### src/pkg/t2rc_defines.vh
/*
  Constants for the timer 2 reload/capture block: reset values,
  wrap value, prescaler ratios and prescaler counter widths.
  Assumes it is included by bare name from hdl/ files.
*/
`ifndef T2RC_DEFINES_VH
`define T2RC_DEFINES_VH

// reset value of every count and reload byte
`define T2RC_BYTE_RST     8'h00
// wrap point of one 8-bit half
`define T2RC_BYTE_MAX     8'hFF
// system clock prescaler ratio
`define T2RC_SYS_DIV      12
// external oscillator prescaler ratio
`define T2RC_EXT_DIV      8
// prescaler counter widths
`define T2RC_SYS_DIV_W    4
`define T2RC_EXT_DIV_W    3

`endif

### src/hdl/t2rc_byte_counter.v
/*
  One 8-bit half of timer 2: software write, reload and increment.
  Assumes all controls are synchronous to clk; inc_en may stay high for many cycles.
*/
`include "t2rc_defines.vh"

module t2rc_byte_counter (
  clk,
  rst_n,
  wr_en,
  wr_data,
  load_en,
  load_val,
  inc_en,
  count_q,
  wrap
);
  input  wire       clk;
  input  wire       rst_n;
  input  wire       wr_en;
  input  wire [7:0] wr_data;
  input  wire       load_en;
  input  wire [7:0] load_val;
  input  wire       inc_en;
  output reg  [7:0] count_q;
  output wire       wrap;

  reg [7:0] count_d;

  // wraps in the cycle it steps from the top value
  assign wrap = inc_en & (count_q == `T2RC_BYTE_MAX);

  // software write wins, then reload, then increment
  always @* begin
    count_d = count_q;
    if (wr_en) begin
      count_d = wr_data;
    end else if (load_en) begin
      count_d = load_val;
    end else if (inc_en) begin
      count_d = count_q + 8'h01;
    end
  end

  always @(posedge clk or negedge rst_n) begin
    if (!rst_n) begin
      count_q <= `T2RC_BYTE_RST;
    end else begin
      count_q <= count_d;
    end
  end
endmodule // t2rc_byte_counter

### src/hdl/t2rc_timer.v
/*
  Timer 2: 16-bit auto-reload, dual 8-bit auto-reload and comparator
  capture modes, with sysclk, sysclk/12 and external/8 count sources.
  Assumes control ports and the comparator input are synchronous to
  mclk; ext_osc_clk is asynchronous and much slower than mclk.
*/
`include "t2rc_defines.vh"

// Functional notes
// low and high bytes form one 16-bit auto-reload counter when not split
// count source is sysclk, sysclk divided by 12, or external/8
// external divided-by-8 source is synchronised to mclk first
// 16-bit overflow reloads from reload bytes and sets high flag
// 16-bit overflow requests interrupt when timer 2 interrupts enabled
// low byte wrap also requests interrupt when low irq enable set
// split mode: two 8-bit counters, each reloading from its own byte
// split mode: run bit gates only the high half; low always runs
// each half picks sysclk, or sysclk/12 versus external/8 by select
// split mode: each half wrap sets its own overflow flag
// split interrupts: high wraps always, low wraps with low irq enable
// flags are cleared only by software, never by hardware
// handler reads both flags to find the interrupting half
// capture mode when capture enabled and not split; sysclk or /12
// comparator rising edge copies count to reload, sets high flag
// timer clock should be much faster than the captured signal
// unsplit modes count only while run bit is set
// comparator edge detected in mclk domain, one capture per edge
module t2rc_timer #(
  parameter SYS_DIV = `T2RC_SYS_DIV,
  parameter EXT_DIV = `T2RC_EXT_DIV
) (
  mclk,
  rst_n,
  split_mode_select,
  run_control,
  capture_enable,
  external_clock_select,
  high_half_clock_select,
  low_half_clock_select,
  low_overflow_irq_enable,
  timer2_irq_enable,
  ext_osc_clk,
  cmp0_out,
  wr_data,
  count_low_wr,
  count_high_wr,
  reload_low_wr,
  reload_high_wr,
  high_flag_clr,
  low_flag_clr,
  count_low_byte,
  count_high_byte,
  reload_low_byte,
  reload_high_byte,
  high_overflow_flag,
  low_overflow_flag,
  timer2_irq
);
  input  wire       mclk;
  input  wire       rst_n;
  input  wire       split_mode_select;
  input  wire       run_control;
  input  wire       capture_enable;
  input  wire       external_clock_select;
  input  wire       high_half_clock_select;
  input  wire       low_half_clock_select;
  input  wire       low_overflow_irq_enable;
  input  wire       timer2_irq_enable;
  input  wire       ext_osc_clk;
  input  wire       cmp0_out;
  input  wire [7:0] wr_data;
  input  wire       count_low_wr;
  input  wire       count_high_wr;
  input  wire       reload_low_wr;
  input  wire       reload_high_wr;
  input  wire       high_flag_clr;
  input  wire       low_flag_clr;
  output wire [7:0] count_low_byte;
  output wire [7:0] count_high_byte;
  output reg  [7:0] reload_low_byte;
  output reg  [7:0] reload_high_byte;
  output reg        high_overflow_flag;
  output reg        low_overflow_flag;
  output reg        timer2_irq;

  // prescaler end counts, cut to the counter widths on purpose
  localparam integer SYS_LAST_I = SYS_DIV - 1;
  localparam integer EXT_LAST_I = EXT_DIV - 1;
  localparam [`T2RC_SYS_DIV_W-1:0] SYS_LAST = SYS_LAST_I[`T2RC_SYS_DIV_W-1:0];
  localparam [`T2RC_EXT_DIV_W-1:0] EXT_LAST = EXT_LAST_I[`T2RC_EXT_DIV_W-1:0];

  // prescaler and synchroniser state
  reg [`T2RC_SYS_DIV_W-1:0] sys_div_q;
  reg [`T2RC_SYS_DIV_W-1:0] sys_div_d;
  reg [`T2RC_EXT_DIV_W-1:0] ext_div_q;
  reg [`T2RC_EXT_DIV_W-1:0] ext_div_d;
  reg                       ext_meta_q;
  reg                       ext_sync_q;
  reg                       ext_prev_q;
  reg                       cmp_prev_q;

  // next values of software visible state
  reg [7:0] reload_low_d;
  reg [7:0] reload_high_d;
  reg       high_flag_d;
  reg       low_flag_d;
  reg       irq_d;

  // count enables and events
  wire sys_tick;
  wire ext_edge;
  wire ext_tick;
  wire slow_tick;
  wire tick_lo;
  wire tick_hi;
  wire tick_cap;
  wire capture_mode;
  wire inc_lo;
  wire inc_hi;
  wire wrap_lo;
  wire wrap_hi;
  wire load_lo;
  wire load_hi;
  wire cmp_rise;
  wire capture_evt;
  wire set_high;
  wire set_low;

  // sysclk/12 prescaler
  assign sys_tick = (sys_div_q == SYS_LAST);

  always @* begin
    sys_div_d = sys_div_q + 1'b1;
    if (sys_tick) begin
      sys_div_d = {`T2RC_SYS_DIV_W{1'b0}};
    end
  end

  // external clock synchronised then divided
  // rising edges only; a tick trails the pin by one or two clocks
  assign ext_edge = ext_sync_q & ~ext_prev_q;
  assign ext_tick = ext_edge & (ext_div_q == EXT_LAST);

  always @* begin
    ext_div_d = ext_div_q;
    if (ext_edge) begin
      ext_div_d = ext_tick ? {`T2RC_EXT_DIV_W{1'b0}} : ext_div_q + 1'b1;
    end
  end

  // free-running prescalers
  always @(posedge mclk or negedge rst_n) begin
    if (!rst_n) begin
      sys_div_q <= {`T2RC_SYS_DIV_W{1'b0}};
      ext_div_q <= {`T2RC_EXT_DIV_W{1'b0}};
    end else begin
      sys_div_q <= sys_div_d;
      ext_div_q <= ext_div_d;
    end
  end

  // two-flop synchroniser; third flop only feeds the edge detect
  always @(posedge mclk or negedge rst_n) begin
    if (!rst_n) begin
      ext_meta_q <= 1'b0;
      ext_sync_q <= 1'b0;
      ext_prev_q <= 1'b0;
    end else begin
      ext_meta_q <= ext_osc_clk;
      ext_sync_q <= ext_meta_q;
      ext_prev_q <= ext_sync_q;
    end
  end

  // comparator history; resets to the idle low level
  always @(posedge mclk or negedge rst_n) begin
    if (!rst_n) begin
      cmp_prev_q <= 1'b0;
    end else begin
      cmp_prev_q <= cmp0_out;
    end
  end

  // per-half clock selection
  assign slow_tick = external_clock_select ? ext_tick : sys_tick;
  assign tick_lo   = low_half_clock_select | slow_tick;
  assign tick_hi   = high_half_clock_select | slow_tick;

  // capture mode decode, no external source
  assign capture_mode = capture_enable & ~split_mode_select;
  // capture counts mclk or mclk/12 only; external select ignored
  assign tick_cap     = low_half_clock_select | sys_tick;

  // low half free-runs when split
  // unsplit modes gated by run bit
  assign inc_lo = split_mode_select ? tick_lo :
                  (run_control & (capture_mode ? tick_cap : tick_lo));
  // high byte carries from low byte when not split
  // high steps on the low carry, so one run gate serves both bytes
  assign inc_hi = split_mode_select ? (run_control & tick_hi) : wrap_lo;

  // R4 16-bit reload, R7 split per-half reload
  // capture mode free-runs through the top value without reload
  assign load_lo = split_mode_select ? wrap_lo : (~capture_mode & wrap_hi);
  assign load_hi = wrap_hi & ~capture_mode;

  t2rc_byte_counter u_low (
    .clk      (mclk),
    .rst_n    (rst_n),
    .wr_en    (count_low_wr),
    .wr_data  (wr_data),
    .load_en  (load_lo),
    .load_val (reload_low_byte),
    .inc_en   (inc_lo),
    .count_q  (count_low_byte),
    .wrap     (wrap_lo)
  );

  t2rc_byte_counter u_high (
    .clk      (mclk),
    .rst_n    (rst_n),
    .wr_en    (count_high_wr),
    .wr_data  (wr_data),
    .load_en  (load_hi),
    .load_val (reload_high_byte),
    .inc_en   (inc_hi),
    .count_q  (count_high_byte),
    .wrap     (wrap_hi)
  );

  // one capture per synchronous rising edge
  // a comparator held high gives no further capture
  assign cmp_rise    = cmp0_out & ~cmp_prev_q;
  assign capture_evt = capture_mode & cmp_rise;

  // flag sources per mode, R15 capture sets high flag
  assign set_high = capture_mode ? capture_evt : wrap_hi;
  // low flag marks every low wrap, in every mode
  assign set_low  = wrap_lo;

  // capture copies count; capture beats a software write
  always @* begin
    reload_low_d  = reload_low_byte;
    reload_high_d = reload_high_byte;
    if (capture_evt) begin
      reload_low_d  = count_low_byte;
      reload_high_d = count_high_byte;
    end else begin
      if (reload_low_wr) begin
        reload_low_d = wr_data;
      end
      if (reload_high_wr) begin
        reload_high_d = wr_data;
      end
    end
  end

  // only software clears; a set wins over a clear
  always @* begin
    high_flag_d = high_overflow_flag;
    low_flag_d  = low_overflow_flag;
    if (high_flag_clr) begin
      high_flag_d = 1'b0;
    end
    if (low_flag_clr) begin
      low_flag_d = 1'b0;
    end
    if (set_high) begin
      high_flag_d = 1'b1;
    end
    if (set_low) begin
      low_flag_d = 1'b1;
    end
  end

  // interrupt request from pending flags
  // level request, held until software clears the flag
  always @* begin
    irq_d = timer2_irq_enable &
            (high_flag_d | (low_overflow_irq_enable & low_flag_d));
  end

  // reload bytes double as capture registers
  always @(posedge mclk or negedge rst_n) begin
    if (!rst_n) begin
      reload_low_byte  <= `T2RC_BYTE_RST;
      reload_high_byte <= `T2RC_BYTE_RST;
    end else begin
      reload_low_byte  <= reload_low_d;
      reload_high_byte <= reload_high_d;
    end
  end

  // sticky flags and the interrupt level
  always @(posedge mclk or negedge rst_n) begin
    if (!rst_n) begin
      high_overflow_flag <= 1'b0;
      low_overflow_flag  <= 1'b0;
      timer2_irq         <= 1'b0;
    end else begin
      high_overflow_flag <= high_flag_d;
      low_overflow_flag  <= low_flag_d;
      timer2_irq         <= irq_d;
    end
  end
endmodule // t2rc_timer

### config.mk
export PLATFORM = sky130hd
export DESIGN_NAME = t2rc_timer
export DESIGN_NICKNAME = d
export VERILOG_FILES = /design/src/hdl/t2rc_byte_counter.v /design/src/hdl/t2rc_timer.v
export VERILOG_INCLUDE_DIRS = /design/src /design/src/pkg
export SDC_FILE = /design/constraint.sdc
export NUM_CORES = 1
export LEC_CHECK = 0
export BUFFER_PORTS_ARGS = -buffer_cell sky130_fd_sc_hd__buf_4
export CAP_MARGIN = 20
export CELL_PAD_IN_SITES_DETAIL_PLACEMENT = 1
export CELL_PAD_IN_SITES_GLOBAL_PLACEMENT = 2
export CORE_ASPECT_RATIO = 2
export CORE_MARGIN = 2
export CORE_UTILIZATION = 33
export DETAILED_ROUTE_END_ITERATION = 10
export GPL_ROUTABILITY_DRIVEN = 0
export PLACE_DENSITY_LB_ADDON = 0.25
export SLEW_MARGIN = 20
export SYNTH_ARGS = -nofsm -noshare
export SYNTH_HDL_FRONTEND = slang
export SYNTH_SLANG_ARGS = --single-unit
export TNS_END_PERCENT = 100
### constraint.sdc
create_clock -name mclk -period 2.25 [get_ports mclk]
set_input_delay 0.45 -clock mclk [delete_from_list [all_inputs] [get_ports mclk]]
set_output_delay 0.45 -clock mclk [all_outputs]
set_load 0.02 [all_outputs]
==> results.toml <==
[sta]
final.setup_skew_ns = 0.00413
slew-limit-headroom_pct = 57.4
setup_slack_after_layout_ns = 0.177
setup-violations-final = 0
maximum_frequency_from_static_timing_analysis_mhz = 482
rsz0062_at_grt = "false"
final_period_minus_worst_setup_slack_ns = 2.07
hold_violations = 0
post-route-period-util_pct = 92.1
setup_total_negative_slack_ns = 0
worstMarginPinSlew_ns = 0.639
maxSlewViolCount = 0

[logic_synthesis]
synth_edf_count = 0
ys_warn_count = 0
postSynthNetCount = 316
synth_sequential_area_ratio_pct = 41.9
yosys_most_used_dff = "sky130_fd_sc_hd__dfrtp_1"
yosys_register_bits = 46
synthesis.area_sq_um = 2750
synthArstFlopShare_pct = 100
synth_cells = 285
syn_avg_cell_area_sq_um = 9.64
yosys.cell_types.count = 61

[global_route]
gr-max-usage-layer = "met2"
groute.layer.met3.usage_pct = 2.21
vias_in_the_first_global_route = 2757
grt_util_met2_pct = 39.7
global_route_wire_length_before_repair_mm = 14.7
grt_antenna_before_repair = 0
grt.total_usage_pct = 21.7
maximum_number_of_pins_on_one_net_before_global_route_repair = 47
globalRouteMet1Util_pct = 24.1
grt_overflow_total = 0

[route]
vias_per_cell = 5.56
detailedRoute.firstPassIterationCount = 4
first_iter_violations = 96
ant_nets = 0
wire_length_after_detailed_routing_mm = 9.03
route.vias.total = 2540
wl_per_cell_microns = 19.8
drcViolationCount = 0

[placement]
pre_cts_setup_slack_ns = 0.0832
place.port_buffers = 60
dp_hpwl_mm = 6.99

[layout]
final_layout_size_suffix_gt1_share_pct = 27.9
number_of_nets_at_the_end_of_the_flow = 389
final_cell_mix = "sky130_fd_sc_hd__buf_4 (78), sky130_fd_sc_hd__dfrtp_1 (46), sky130_fd_sc_hd__nand2_1 (38)"
mostFrequentLayoutCell = "sky130_fd_sc_hd__buf_4"
antenna-diode-count = 0
area_growth_syn_to_layout_pct = 29.3

[floorplan]
io_pins = 61
num_rows = 47
die_y_microns = 133
die_area_sq_um = 9120
core-area_sq_um = 8170
dieWidth_microns = 68.5
starting_utilization_of_the_core_area_pct = 33.6

[setup_path]
timing.reg2reg.setup_slack_ns = 0.18
r2r.worst_path.cells = 7
cp-start-kind = "register"
critPathTopFamily = "compound AO/OA/AOI/OAI gates"
reg_to_reg_endpoint = "u_low.count_q[4]"
path_cells = "ha_2, nand4_2, o41ai_4, buf_4, and2_1, a2111oi_0, o31ai_1"
cp_slowest_cell = "sky130_fd_sc_hd__a2111oi_0"
worstPathBufferInverterCount = 1
cp_max_fo = 10
worst-endpoint-required_ns = 2.41
cpPeakStageDelay_ns = 0.48
endpoint_kind = "register"
timing.critical_path.arrival_ns = 2.23
worstSetupPathType = "reg -> reg"
crit-reg2reg-launch = "u_high.count_q[0]"

[clocking]
worst_setup_hold_path_clk_slew_ns = 0.07
post_cts.repair.setup_buffers = 0
clock_latency_at_the_later_pin_of_the_worst_skew_pair_ns = 0.29
ctsRootBufferMaster = "sky130_fd_sc_hd__clkbuf_16"
total_cts_buffers = 5
holdBufCountCts = 0
cts_buffer_depth = 2
tritoncts = "yes"
number_of_clock_sinks_seen_by_cts = 46
htree_levels = 2

[outcome]
run_status = "finished clean"

[power_and_ir_drop]
power_density_nw_per_um2 = 694
cellLeakagePower_nw = 1.63
irDropWorstVdd_uv = 356

[run]
max_cap_violations = 0

[worst_hold_path]
worst_hold_path_type = "in -> async"
-- how the worst max path moves through the flow --
| stage | start | to | slack, ns | depth (start not counted) |
|---|---|---|---|---|
| floorplan | u_high.count_q[0] | u_high.count_q[1] | 0.22 | 6 |
| global placement | u_high.count_q[0] | u_high.count_q[1] | 0.20 | 6 |
| detailed placement | u_high.count_q[0] | u_low.count_q[4] | 0.08 | 7 |
| CTS | u_high.count_q[0] | u_low.count_q[4] | 0.07 | 7 |
| global route | u_high.count_q[0] | u_low.count_q[2] | 0.03 | 7 |
| finish | u_high.count_q[0] | u_low.count_q[4] | 0.18 | 7 |
-- power by group --
part / internal [W] / total [W] / leakage (nW) / switching (W)
registers: 0.000925 / 0.00102 / 0.557 / 0.0000911
clock network: 0.000442 / 0.000773 / 0.0739 / 0.000331
logic: 0.000294 / 0.000675 / 0.997 / 0.000381
-- flip-flops by register name (all words and copies together), names as in the netlist --
signal and count:
high_overflow_flag 1, u_low.count_q 8, ext_meta_q 1, sys_div_q 4, timer2_irq 1, u_high.count_q 8, ext_sync_q 1, low_overflow_flag 1
reload_high_byte 8, reload_low_byte 8, ext_prev_q 1, ext_div_q 3, cmp_prev_q 1
-- synthesized netlist by cell type (2+ instances only) --
cell type | instances | area, sq um
sky130_fd_sc_hd__a21bo_1 | 2 | 20.0
sky130_fd_sc_hd__o311a_1 | 2 | 20.0
sky130_fd_sc_hd__dfrtp_1 | 46 | 1150
sky130_fd_sc_hd__o21ai_0 | 7 | 35.0
sky130_fd_sc_hd__ha_1 | 5 | 62.6
sky130_fd_sc_hd__and3_1 | 5 | 31.3
sky130_fd_sc_hd__inv_2 | 2 | 7.51
sky130_fd_sc_hd__a32oi_1 | 3 | 26.3
sky130_fd_sc_hd__a211o_1 | 2 | 17.5
sky130_fd_sc_hd__o31ai_1 | 4 | 30.0
sky130_fd_sc_hd__nand2_1 | 38 | 143
sky130_fd_sc_hd__mux2i_1 | 22 | 220
sky130_fd_sc_hd__o21ai_1 | 20 | 100
sky130_fd_sc_hd__nand3_1 | 8 | 40.0
sky130_fd_sc_hd__nor2b_1 | 4 | 25.0
sky130_fd_sc_hd__nand2b_1 | 5 | 31.3
sky130_fd_sc_hd__a31oi_1 | 4 | 25.0
sky130_fd_sc_hd__clkbuf_1 | 7 | 26.3
sky130_fd_sc_hd__mux2_2 | 2 | 22.5
sky130_fd_sc_hd__o311ai_1 | 2 | 17.5
sky130_fd_sc_hd__and2_1 | 2 | 12.5
sky130_fd_sc_hd__xor2_1 | 2 | 17.5
sky130_fd_sc_hd__a21oi_1 | 11 | 55.1
sky130_fd_sc_hd__nand4_1 | 7 | 43.8
sky130_fd_sc_hd__and4_1 | 3 | 26.3
sky130_fd_sc_hd__xnor2_1 | 5 | 43.8
sky130_fd_sc_hd__a21oi_2 | 2 | 17.5
sky130_fd_sc_hd__a21o_1 | 3 | 22.5
sky130_fd_sc_hd__nor4_1 | 2 | 12.5
sky130_fd_sc_hd__a311oi_1 | 2 | 17.5
sky130_fd_sc_hd__nor3_1 | 3 | 15.0
sky130_fd_sc_hd__inv_1 | 9 | 33.8
sky130_fd_sc_hd__a211oi_1 | 5 | 37.5
sky130_fd_sc_hd__nor2_1 | 11 | 41.3
sky130_fd_sc_hd__buf_1 | 2 | 7.51
-- layout make-up --
type,count,area [sq um]
multi-input combinational,216,1510
sequential,46,1150
timing repair buffer,78,586
clock inverter,1,5.00
inverter,11,41.3
clock buffer,7,143
tap,98,123
fill,946,4620
-- worst reg2reg max path: stages (launching register included) --
cell,delay [ns]
sky130_fd_sc_hd__dfrtp_1,0.45
sky130_fd_sc_hd__ha_2,0.28
sky130_fd_sc_hd__nand4_2,0.16
sky130_fd_sc_hd__o41ai_4,0.08
sky130_fd_sc_hd__buf_4,0.18
sky130_fd_sc_hd__and2_1,0.18
sky130_fd_sc_hd__a2111oi_0,0.48
sky130_fd_sc_hd__o31ai_1,0.13
-- per-stage QoR --
step                hold WS, ns  power, W  utilization, %  cells  cell area, sq um
finish                    0.184   0.00246            43.5    457              3550
global route              0.227   0.00260            43.5    457              3550
CTS                       0.210   0.00250            43.4    457              3550
detailed placement        0.337   0.00172            41.6    449              3400
global placement          0.335   0.00170            41.6    449              3400
floorplan                 0.154   0.00138               -    285              2750
-- routing by layer --
| metal | up-vias | part of all wire (%) |
|---|---|---|
| met5 | - | 0 |
| met4 | 0 | 3.1 |
| met3 | 16 | 2.4 |
| met2 | 47 | 57 |
| met1 | 1275 | 38 |
| li1 | 1202 | - |
-- kinds of logic (layout without fill, tap and decap cells) --
kind of cell | after synthesis | after routing | share of synthesized area (%)
XOR/XNOR | 7 | 7 | 2.23
AND/OR/NAND/NOR | 97 | 97 | 18.9
buffers and inverters | 23 | 97 | 3.60
adder cells (fa/ha/maj) | 5 | 5 | 2.28
flip-flops | 46 | 46 | 41.9
AO/OA/AOI/OAI | 83 | 83 | 22.3
multiplexers | 24 | 24 | 8.83
-- timing repair --
item	in CTS	in global routing
endpoints found under the hold margin	0	0
setup endpoints to repair	0	3
gates resized for setup	0	1
Note: power is estimated with default switching activity, not from simulation.
